==> config.mk <==
export PLATFORM = sky130hd
export DESIGN_NAME = ospt_timer_channel
export DESIGN_NICKNAME = d
export VERILOG_FILES = /design/src/logic/ospt_pkg.sv /design/src/logic/ospt_timer_channel.sv
export SDC_FILE = /design/constraint.sdc
export NUM_CORES = 1
export LEC_CHECK = 0
export ABC_AREA = 0
export BUFFER_PORTS_ARGS = -buffer_cell sky130_fd_sc_hd__buf_2
export CAP_MARGIN = 20
export CELL_PAD_IN_SITES_DETAIL_PLACEMENT = 1
export CELL_PAD_IN_SITES_GLOBAL_PLACEMENT = 1
export CORE_MARGIN = 2
export CORE_UTILIZATION = 51
export DETAILED_ROUTE_END_ITERATION = 10
export GPL_TIMING_DRIVEN = 0
export PLACE_DENSITY = 0.91
export SYNTH_ARGS = -nofsm -noshare
export SYNTH_HDL_FRONTEND = slang
export SYNTH_SLANG_ARGS = --single-unit
==> constraint.sdc <==
create_clock -name ref_clk -period 6.7 [get_ports ref_clk]
set_input_delay 0.335 -clock ref_clk [delete_from_list [all_inputs] [get_ports ref_clk]]
set_output_delay 0.335 -clock ref_clk [all_outputs]
set_load 0.02 [all_outputs]
==> src/logic/ospt_pkg.sv <==
// Constants, types and register map for the one-shot / PWM timer channel.
// Assumes a single ref_clk domain and a simple strobe register port.
// Functional notes
// - One-shot counts down n count clocks, reloads at zero, then halts.
// - One-shot trigger while running reloads and restarts the count.
// - One-shot starts on pin trigger edge, timer overflow or software start.
// - Clearing count start stops counter; one-shot also stops after reload.
// - One-shot raises interrupt request when counter reaches zero.
// - One-shot pins are general I/O or trigger input and pulse output.
// - Data register reads return undefined value in these modes.
// - Write while stopped loads reload register and counter together.
// - Write while running loads reload only; counter takes it at reload.
// - PWM counts as 8 or 16-bit modulator, reloads at rising edge.
// - PWM ignores triggers while already running.
// - 16-bit PWM high time n clocks, period 2^16-1 clocks.
// - 8-bit PWM high n*(m+1), period (2^8-1)*(m+1) count clocks.
// - PWM starts on external trigger, timer overflow or count start set; here only count start set starts it.
package ospt_pkg;
  localparam logic [3:0] ADDR_DATA = 4'h0;
  localparam logic [3:0] ADDR_CTRL = 4'h4;
  localparam logic [3:0] ADDR_STAT = 4'h8;
  localparam logic [3:0] ADDR_MASK = 4'hC;
  // Control register fields
  localparam int CTRL_START = 0;
  localparam int CTRL_OS_START = 1;
  localparam int CTRL_MODE = 2;
  localparam int CTRL_PWM8 = 3;
  localparam int CTRL_TRIG_EN = 4;
  localparam int CTRL_TRIG_FALL = 5;
  localparam int CTRL_OUT_EN = 6;
  localparam int CTRL_CLK_LO = 7;
  localparam int CTRL_OVF_EN = 9;
  localparam logic [15:0] CTRL_RESET = 16'h0000;
  localparam logic [15:0] DATA_RESET = 16'h0000;
  localparam logic [15:0] UNDEF_READ = 16'hFFFF;
  localparam logic [15:0] PWM16_TOP = 16'hFFFF;
  localparam logic [7:0] PWM8_TOP = 8'hFF;
  // Prescaler divide counts
  localparam logic [4:0] DIV8_MAX = 5'h07;
  localparam logic [4:0] DIV32_MAX = 5'h1F;
  typedef enum logic [1:0] {
    OSPT_CLK_DIV1 = 2'h0,
    OSPT_CLK_DIV8 = 2'h1,
    OSPT_CLK_DIV32 = 2'h2,
    OSPT_CLK_SUB32 = 2'h3
  } ospt_clk_e;
  typedef enum logic [1:0] {
    OSPT_IDLE = 2'b00,
    OSPT_RUN = 2'b01,
    OSPT_LAST = 2'b11
  } ospt_state_e;
  typedef struct packed {
    logic [3:0] addr;
    logic [15:0] wdata;
    logic wr;
    logic rd;
  } ospt_bus_s;
endpackage

==> src/logic/ospt_timer_channel.sv <==
// One-shot and PWM down-counting timer channel with register port.
// Trigger, overflow and subclock inputs are asynchronous; three-stage sync.
module ospt_timer_channel (
  input wire logic ref_clk,
  input wire logic reset_n,
  input wire ospt_pkg::ospt_bus_s bus,
  output logic [15:0] rdata,
  input wire logic trigger_input_pin,
  input wire logic timerOverflow,
  input wire logic subclock_div32_tap,
  output logic pulse_output_pin,
  output logic pulseOutEn,
  output logic gpioInValue,
  output logic irq
);
  logic [15:0] reloadReg, reloadNext, countReg, countNext, ctrlReg, ctrlNext;
  logic [7:0] preReg, preNext;
  logic outReg, outNext, osStartReg, osStartNext;
  logic [1:0] statReg, statNext, maskReg, maskNext;
  logic [15:0] rdataReg, rdataNext;
  logic [4:0] divReg, divNext;
  logic [2:0] trgSync, ovfSync, subSync;
  logic trgPrev, subPrev;
  ospt_pkg::ospt_state_e stateReg, stateNext;
  logic tick, trigEvt, ovfEvt, startEvt, running, pwmMode, pwm8;
  logic zeroEvt, riseEvt, fallEvt;
  ospt_pkg::ospt_clk_e clkSel;

  // Three-flop synchronisers; stage 0 is read only by stage 1
  always_ff @(posedge ref_clk or negedge reset_n)
  begin
    if (!reset_n)
    begin
      trgSync <= 3'h0;
      ovfSync <= 3'h0;
      subSync <= 3'h0;
      trgPrev <= 1'b0;
      subPrev <= 1'b0;
    end
    else
    begin
      trgSync <= {trgSync[1:0], trigger_input_pin};
      ovfSync <= {ovfSync[1:0], timerOverflow};
      subSync <= {subSync[1:0], subclock_div32_tap};
      if (trgSync[1] == trgSync[2]) trgPrev <= trgSync[2];
      if (subSync[1] == subSync[2]) subPrev <= subSync[2];
    end
  end

  assign pwmMode = ctrlReg[ospt_pkg::CTRL_MODE];
  assign pwm8 = ctrlReg[ospt_pkg::CTRL_PWM8];
  assign clkSel = ospt_pkg::ospt_clk_e'(ctrlReg[ospt_pkg::CTRL_CLK_LO +: 2]);
  assign gpioInValue = trgPrev;
  assign running = (stateReg != ospt_pkg::OSPT_IDLE);

  // Trigger edge once stages two and three agree, with chosen polarity
  // pin trigger and overflow edge detection
  always_comb
  begin
    trigEvt = 1'b0;
    if (ctrlReg[ospt_pkg::CTRL_TRIG_EN] && trgSync[1] == trgSync[2] && trgSync[2] != trgPrev)
      trigEvt = ctrlReg[ospt_pkg::CTRL_TRIG_FALL] ? !trgSync[2] : trgSync[2];
    ovfEvt = ctrlReg[ospt_pkg::CTRL_OVF_EN] && ovfSync[1] && !ovfSync[2];
  end

  always_comb
  begin
    divNext = divReg + 5'h01;
    case (clkSel)
      ospt_pkg::OSPT_CLK_DIV1: tick = 1'b1;
      ospt_pkg::OSPT_CLK_DIV8: tick = (divReg[2:0] == ospt_pkg::DIV8_MAX[2:0]);
      ospt_pkg::OSPT_CLK_DIV32: tick = (divReg == ospt_pkg::DIV32_MAX);
      ospt_pkg::OSPT_CLK_SUB32: tick = subSync[1] == subSync[2] && subSync[2] && !subPrev;
      default: tick = 1'b0;
    endcase
  end

  // Start events: pin trigger edge, overflow edge, or software one-shot flag outside PWM
  // one-shot and PWM start sources
  assign startEvt = trigEvt || ovfEvt || (pwmMode ? 1'b0 : osStartReg);

  // Counter, reload, output and state next values
  always_comb
  begin
    reloadNext = reloadReg;
    countNext = countReg;
    preNext = preReg;
    outNext = outReg;
    stateNext = stateReg;
    osStartNext = 1'b0;
    ctrlNext = ctrlReg;
    zeroEvt = 1'b0;
    riseEvt = 1'b0;
    fallEvt = 1'b0;
    if (bus.wr && bus.addr == ospt_pkg::ADDR_CTRL)
    begin
      ctrlNext = bus.wdata;
      ctrlNext[ospt_pkg::CTRL_OS_START] = 1'b0;
      osStartNext = bus.wdata[ospt_pkg::CTRL_OS_START];
    end
    if (!ctrlReg[ospt_pkg::CTRL_START])
    begin
      stateNext = ospt_pkg::OSPT_IDLE;
      outNext = 1'b0;
    end
    else if (!pwmMode)
    begin
      if (startEvt)
      begin
        countNext = reloadReg;
        stateNext = ospt_pkg::OSPT_RUN;
        outNext = 1'b1;
      end
      else if (running && tick)
      begin
        // count down, reload at zero, halt
        if (countReg <= 16'h0001)
        begin
          countNext = reloadReg;
          stateNext = ospt_pkg::OSPT_IDLE;
          outNext = 1'b0;
          zeroEvt = 1'b1;
        end
        else
          countNext = countReg - 16'h0001;
      end
    end
    else
    begin
      if (!running && (startEvt || ctrlReg[ospt_pkg::CTRL_START]))
      begin
        stateNext = ospt_pkg::OSPT_RUN;
        countNext = pwm8 ? {8'h00, ospt_pkg::PWM8_TOP} : ospt_pkg::PWM16_TOP;
        preNext = reloadReg[7:0];
        outNext = 1'b0;
      end
      else if (running && tick)
      begin
        if (pwm8 && preReg != 8'h00)
          preNext = preReg - 8'h01;
        else
        begin
          preNext = reloadReg[7:0];
          // reload at rising edge, keep counting
          if (countReg <= 16'h0001)
          begin
            countNext = pwm8 ? {8'h00, ospt_pkg::PWM8_TOP} : ospt_pkg::PWM16_TOP;
            outNext = pwm8 ? (reloadReg[15:8] != 8'h00) : (reloadReg != 16'h0000);
            riseEvt = outNext;
          end
          else
          begin
            countNext = countReg - 16'h0001;
            // high while remaining exceeds period minus n
            if (outReg && (pwm8 ? countNext[7:0] <= ospt_pkg::PWM8_TOP - reloadReg[15:8]
                                 : countNext <= ospt_pkg::PWM16_TOP - reloadReg))
              outNext = 1'b0;
          end
          fallEvt = outReg && !outNext;
        end
      end
    end
    if (bus.wr && bus.addr == ospt_pkg::ADDR_DATA)
    begin
      reloadNext = bus.wdata;
      if (!running && !startEvt) countNext = bus.wdata;
    end
  end

  // Sticky status, set wins over write-one clear
  always_comb
  begin
    statNext = statReg;
    maskNext = maskReg;
    if (bus.wr && bus.addr == ospt_pkg::ADDR_STAT) statNext = statReg & ~bus.wdata[1:0];
    if (bus.wr && bus.addr == ospt_pkg::ADDR_MASK) maskNext = bus.wdata[1:0];
    if (zeroEvt || fallEvt) statNext[0] = 1'b1;
    if (riseEvt) statNext[1] = 1'b1;
  end

  always_comb
  begin
    rdataNext = 16'h0000;
    if (bus.rd)
      case (bus.addr)
        ospt_pkg::ADDR_DATA: rdataNext = ospt_pkg::UNDEF_READ;
        ospt_pkg::ADDR_CTRL: rdataNext = ctrlReg;
        ospt_pkg::ADDR_STAT: rdataNext = {13'h0000, running, statReg};
        ospt_pkg::ADDR_MASK: rdataNext = {14'h0000, maskReg};
        default: rdataNext = 16'h0000;
      endcase
  end

  // State registers
  always_ff @(posedge ref_clk or negedge reset_n)
  begin
    if (!reset_n)
    begin
      reloadReg <= ospt_pkg::DATA_RESET;
      countReg <= ospt_pkg::DATA_RESET;
      ctrlReg <= ospt_pkg::CTRL_RESET;
      preReg <= 8'h00;
      outReg <= 1'b0;
      osStartReg <= 1'b0;
      stateReg <= ospt_pkg::OSPT_IDLE;
      statReg <= 2'h0;
      maskReg <= 2'h0;
      rdataReg <= 16'h0000;
      divReg <= 5'h00;
    end
    else
    begin
      reloadReg <= reloadNext;
      countReg <= countNext;
      ctrlReg <= ctrlNext;
      preReg <= preNext;
      outReg <= outNext;
      osStartReg <= osStartNext;
      stateReg <= stateNext;
      statReg <= statNext;
      maskReg <= maskNext;
      rdataReg <= rdataNext;
      divReg <= divNext;
    end
  end

  assign pulseOutEn = pwmMode || ctrlReg[ospt_pkg::CTRL_OUT_EN];
  assign pulse_output_pin = outReg;
  assign rdata = rdataReg;
  assign irq = |(statReg & maskReg);
endmodule

### Word level (Yosys, flattened, before mapping)

Index checks and enable logic that the tools add are counted.

| cells by class | value |
|---|---|
| add/sub/neg operators | 5 |
| $lt $le $gt $ge | 3 |
| equality and inequality tests | 16 |
| multiplexer cells | 64 |
| bitwise gates (word level) | 3 |
| reduce and logical (&&, ||, !) cells | 40 |

Operator list:

| kind | number |
|---|---|
| $mux W16 | 13 |
| $pmux W16 S4 | 1 |
| $mux W1 | 39 |
| $mux W8 | 3 |
| $le A16 B1 Y1 const B | 1 |
| $le A16 B16 Y1 | 1 |
| $logic_and A1 B1 Y1 | 16 |
| $reduce_bool A16 Y1 | 1 |
| $reduce_bool A8 Y1 | 2 |
| $sub A16 B1 Y16 const B | 1 |
| $sub A16 B16 Y16 const A | 1 |
| $mux W2 | 7 |
| $eq A4 B4 Y1 const B | 2 |
| $le A8 B8 Y1 | 1 |
| $ne A4 B1 Y1 const B | 2 |
| $reduce_bool A2 Y1 | 4 |
| $sub A8 B1 Y8 const B | 1 |
| $sub A8 B8 Y8 const A | 1 |
| $logic_not A1 Y1 | 6 |
| $reduce_and A3 Y1 | 2 |
| $add A5 B1 Y5 const B | 1 |
| $eq A5 B5 Y1 const B | 1 |
| $logic_or A1 B1 Y1 | 5 |
| $and A2 B2 Y2 | 2 |
| other kinds (15) | 17 |

| word-level totals | value |
|---|---|
| register bits after elaboration | 95 |
| input port bits | 27 |
| output and inout port bits | 20 |
| logic and storage cells | 148 |

### Depth between registers and ports, before layout

| depth | value |
|---|---|
| depth in word-level cells | 20 |
| depth in mapped cells | 13 |

### Worst setup path after synthesis

OpenSTA, ideal clock, no wires.

| path | value |
|---|---|
| path type | register to register |
| start point | register countReg[0] |
| end point | register statReg[0] |
| arrival | 2.962 ns |
| required time | 6.580 ns |
| path slack | 3.617 ns |
| stages on the path, launching flop included | 13 |
| buffers on the path | 0 |
| clock period less this slack | 3.083 ns |
| cell sequence | dfrtp_1 -> inv_1 -> ha_1 -> nor3b_2 -> nand4_1 -> xnor2_1 -> ha_1 -> nand4_1 -> nor3_1 -> a21boi_0 -> nor4_1 -> o221a_2 -> a31o_2 |

| between the ends | value |
|---|---|
| longest elaborated chain between the ends | 20 |
| elaborated cells on any way between the ends | 28 |

RTL lines:

| what | line | RTL |
|---|---|---|
| start: declaration | ospt_timer_channel.sv:16 | `logic [15:0] reloadReg, reloadNext, countReg, countNext, ctrlReg, ctrlNext;` |
| start signal: assignment | ospt_timer_channel.sv:200 | `countReg <= ospt_pkg::DATA_RESET;` |
| start signal: assignment | ospt_timer_channel.sv:214 | `countReg <= countNext;` |
| $sub A16 B1 Y16 | ospt_timer_channel.sv:153 | `countNext = countReg - 16'h0001;` |
| $le A16 B16 Y1 / $le A8 B8 Y1 (equally long branches) | ospt_timer_channel.sv:156, ospt_timer_channel.sv:155 |  |
| $mux W1 | ospt_timer_channel.sv:155 | `if (outReg && (pwm8 ? countNext[7:0] <= ospt_pkg::PWM8_TOP - reloadReg[15:8]` |
| $logic_and A1 B1 Y1 | ospt_timer_channel.sv:155 |  |
| $mux W1 | ospt_timer_channel.sv:155 |  |
| $mux W1 | ospt_timer_channel.sv:145 | `if (countReg <= 16'h0001)` |
| $mux W1 | ospt_timer_channel.sv:139 | `if (pwm8 && preReg != 8'h00)` |
| $mux W1 | ospt_timer_channel.sv:137 | `else if (running && tick)` |
| [4 not listed] | -- |  |
| $logic_and A1 B1 Y1 | ospt_timer_channel.sv:159 | `fallEvt = outReg && !outNext;` |
| $mux W1 | ospt_timer_channel.sv:139 |  |
| $mux W1 | ospt_timer_channel.sv:137 |  |
| $mux W1 | ospt_timer_channel.sv:130 | `if (!running && (startEvt \|\| ctrlReg[ospt_pkg::CTRL_START]))` |
| $mux W1 | ospt_timer_channel.sv:106 | `else if (!pwmMode)` |
| $mux W1 | ospt_timer_channel.sv:101 | `if (!ctrlReg[ospt_pkg::CTRL_START])` |
| $logic_or A1 B1 Y1 (*) | ospt_timer_channel.sv:177 | `if (zeroEvt \|\| fallEvt) statNext[0] = 1'b1;` |
| $mux W1 / $reduce_bool A2 Y1 (equally long branches) | -- |  |
| end signal: assignment | ospt_timer_channel.sv:220 | `statReg <= statNext;` |
| end: declaration | ospt_timer_channel.sv:19 | `logic [1:0] statReg, statNext, maskReg, maskNext;` |

Mark *: on every way between the ends. The rest lies on a longest branch, timed or not. The select of a mux whose other input is x is not followed.
A chain may end at the register's enable or synchronous reset.

### Final worst setup path

Same ends and word-level chain as after synthesis.

==> results.py <==
metrics = {
    "outcome": {
        "outcome": "finished clean",
    },
    "cells_and_area": {
        "n_antenna_cell": 0,
        "layout_common_cells": "dfrtp_1 (94), buf_2 (54), a21oi_1 (46)",
        "post-route-util": 0.583,
        "areaGrowthSynthToFinish_pct": 12.7,
        "num-fill-cells": 1292,
        "drive_gt1_frac": 0.187,
        "layout.nets": 734,
        "instances_no_fill": 823,
        "post-route-cell-area_um2": 6570,
        "mostFrequentLayoutCell": "dfrtp_1",
    },
    "clock_network": {
        "postCtsHoldBufs": 1,
        "ctsHtreeMaxLevel": 3,
        "cts_resized": 0,
        "clockBufferDepth": 2,
        "cts-root-buf": "clkbuf_16",
        "post_cts_buffers": 0,
        "cts_buffers": 9,
        "cts_tree": "yes",
        "clock-sinks": 94,
        "worst_skew_pair.late_latency_ns": 0.36,
        "clk_pin_slew_ns": 0.08,
    },
    "sta": {
        "fin_crit_sh": 0.634,
        "finalSetupTns_ns": 0,
        "fmax_mhz": 235,
        "finalSetupViolations": 0,
        "hold_violations": 0,
        "period_needed_ns": 4.25,
        "worstMarginPinSlew_ns": 1.02,
        "fin_skew_ns": 0.0122,
        "rsz0062_at_grt": "false",
        "setup_slack_ns": 2.45,
        "relSlewSlack": 0.317,
        "holdWs_ns": 0.0863,
        "slew_viol_final": 0,
    },
    "detailed_routing": {
        "viasPerCell": 6.88,
        "first_pass_iters": 5,
        "drt_first_iter_violations": 621,
        "ant_nets": 0,
        "wl_per_cell_um": 26.6,
        "met2RoutedLength_mm": 10.5,
        "wl_met1_mm": 8.63,
        "vias": 5663,
        "highest_layer": "met4",
        "wirelength_mm": 21.9,
        "drcViolationCount": 0,
        "wl_met3_mm": 1.75,
    },
    "yosys": {
        "yosys.area_share.adder": 0.0704,
        "synthXorXnorAreaFrac": 0.0210,
        "yosysTopAreaCellShare": 0.404,
        "synth_seq_area_share": 0.404,
        "netlist_instances": 616,
        "synth_area_um2": 5830,
        "yosysWarningCount": 0,
        "synth-compound-area-share": 0.217,
        "ys_types": 77,
        "synth_mux_area_frac": 0.0773,
        "synth-simple-area-share": 0.159,
        "ys_ff_latch": 94,
        "synthArstFlopShare": 1.00,
        "ys.flop_type": "dfrtp_1",
        "synth_edf_count": 0,
        "yosysTopAreaCell": "dfrtp_1",
        "avgSynthCellArea_um2": 9.46,
        "ys_top_cells_by_area": "dfrtp_1 (40%), ha_1 (6.9%), mux2_2 (6.2%)",
        "syn_nets": 675,
        "synth_top_family_by_area": "compound AO/OA/AOI/OAI gates",
    },
    "die": {
        "core-area_um2": 11300,
        "io_pins": 47,
        "fp.dieW_um": 111,
        "dieArea_um2": 12300,
        "die_h_um": 111,
        "rows": 39,
        "initial_core_util": 0.517,
    },
    "placement": {
        "dpl_cell_area_um2": 6260,
        "routabilityCongestion": 0.977,
        "hpwl_mm": 16.0,
        "place_ws_ns": 2.59,
        "portBuffers": 45,
        "dp.cells": 805,
    },
    "worst_setup_path": {
        "cp-end-kind": "flop",
        "worstReg2RegStart": "countReg[0]",
        "crit_fanout": 9,
        "worstPathCellList": "inv_1, ha_1, nor3b_2, nand4_1, xnor2_1, ha_1, nand4_1, nor3_1, a21boi_0, nor4_1, o221a_2, a31o_2",
        "rr_worst_depth": 12,
        "worst_path_largest_cell_delay_ns": 0.72,
        "critPathArrivalTime_ns": 4.49,
        "crit_slowest_cell": "nor3b_2",
        "startpoint": "countReg[0]",
        "crit_type": "reg -> reg",
        "startpoint_type": "flop",
        "r2r-end": "statReg[0]",
        "rrSetupSlack_ns": 2.45,
        "worstPathRequired_ns": 6.95,
    },
    "power_and_ir_drop": {
        "p_leak_nw": 2.96,
        "p_total_mw": 2.48,
        "vdd_drop_max_mv": 0.260,
        "powerDensity_nw_per_um2": 378,
    },
    "min_path": {
        "hold_depth": 1,
        "min_path_type": "in -> reg",
        "hold_end": "trgSync[0]",
        "hold_start": "trigger_input_pin",
    },
    "global_routing": {
        "grt_max_degree": 53,
        "grt-ovfl-total": 0,
        "track_usage": 0.362,
        "antenna_found_initial": 0,
        "grt_pass1_vias": 6025,
        "grt_pass1_wl_mm": 34.1,
    },
    "flow_run": {
        "maxCapViolations": 0,
    },
}
[flip-flops by register name, summed over array words and instances (netlist names)]
name / count
preReg: 8
reloadReg: 16
ctrlReg: 15
subPrev: 1
divReg: 5
statReg: 2
subSync: 3
rdata: 16
stateReg: 1
countReg: 16
maskReg: 2
ovfSync: 3
trgSync: 3
gpioInValue: 1
osStartReg: 1
pulse_output_pin: 1
[power by group]
group / internal, mW / switching [mW] / total, mW
Clock: 0.268 / 0.247 / 0.515
Combinational: 0.417 / 0.688 / 1.10
Sequential: 0.695 / 0.167 / 0.862
Total: 1.38 / 1.10 / 2.48
[Yosys cell counts (6+ instances only)]
cell type  instances
a211oi_1           9
a21oi_1           46
a22oi_1            7
and3_1             6
buf_2              9
clkbuf_1          19
dfrtp_1           94
ha_1              32
inv_1             43
mux2_2            32
mux2i_1            9
nand2_1           44
nand3_1           21
nand4_1           14
nor2_1            33
nor3_1            16
nor4_1             9
o211ai_1           7
o21a_1             8
o21ai_0           30
o21ai_1           10
xnor2_1            8
xor2_1             6
[metal layers]
layer / vias to the layer above / GRT usage
li1: 2424 / -
met5: - / 0
met2: 315 / 0.596
met4: 0 / 0.167
met1: 2832 / 0.464
met3: 92 / 0.0700
[how the worst max path moves through the flow]
| stage | slack (ns) | end | cells after the start |
|---|---|---|---|
| final | 2.45 | statReg[0] | 12 |
| after global routing | 2.27 | statReg[0] | 12 |
| after CTS | 2.55 | statReg[0] | 12 |
| after detailed placement | 2.59 | statReg[0] | 12 |
| after global placement | 2.63 | statReg[0] | 12 |
| after floorplan | 3.62 | statReg[0] | 12 |
[critical path, delay by kind of cell (launching register included)]
family          cells  cell delay, ns
flops               1            0.52
buf+inv             1            0.14
simple gates        5            1.81
fa+ha+maj           2            0.60
xor+xnor            1            0.24
compound gates      3            0.82
[logic make-up after synthesis]
family                     after synthesis
AOI/OAI and AO/OA                      184
and+or+nand+nor                        175
DFF                                     94
buffers and inverters                   75
muxes                                   41
adders and majority gates               33
xor gates and xnor gates                14
[layout make-up]
class / instances / area [um2] / area share
inverters: 44 / 165 / 0.0252
plain buffers: 31 / 135 / 0.0206
clock inverters: 6 / 50.0 / 0.00762
clock buffers: 10 / 239 / 0.0364
flip-flops and latches: 94 / 2350 / 0.358
multi-input cells: 447 / 3180 / 0.484
well taps: 143 / 179 / 0.0272
repair buffers: 48 / 270 / 0.0412
Power figures use the tool's default switching activity.
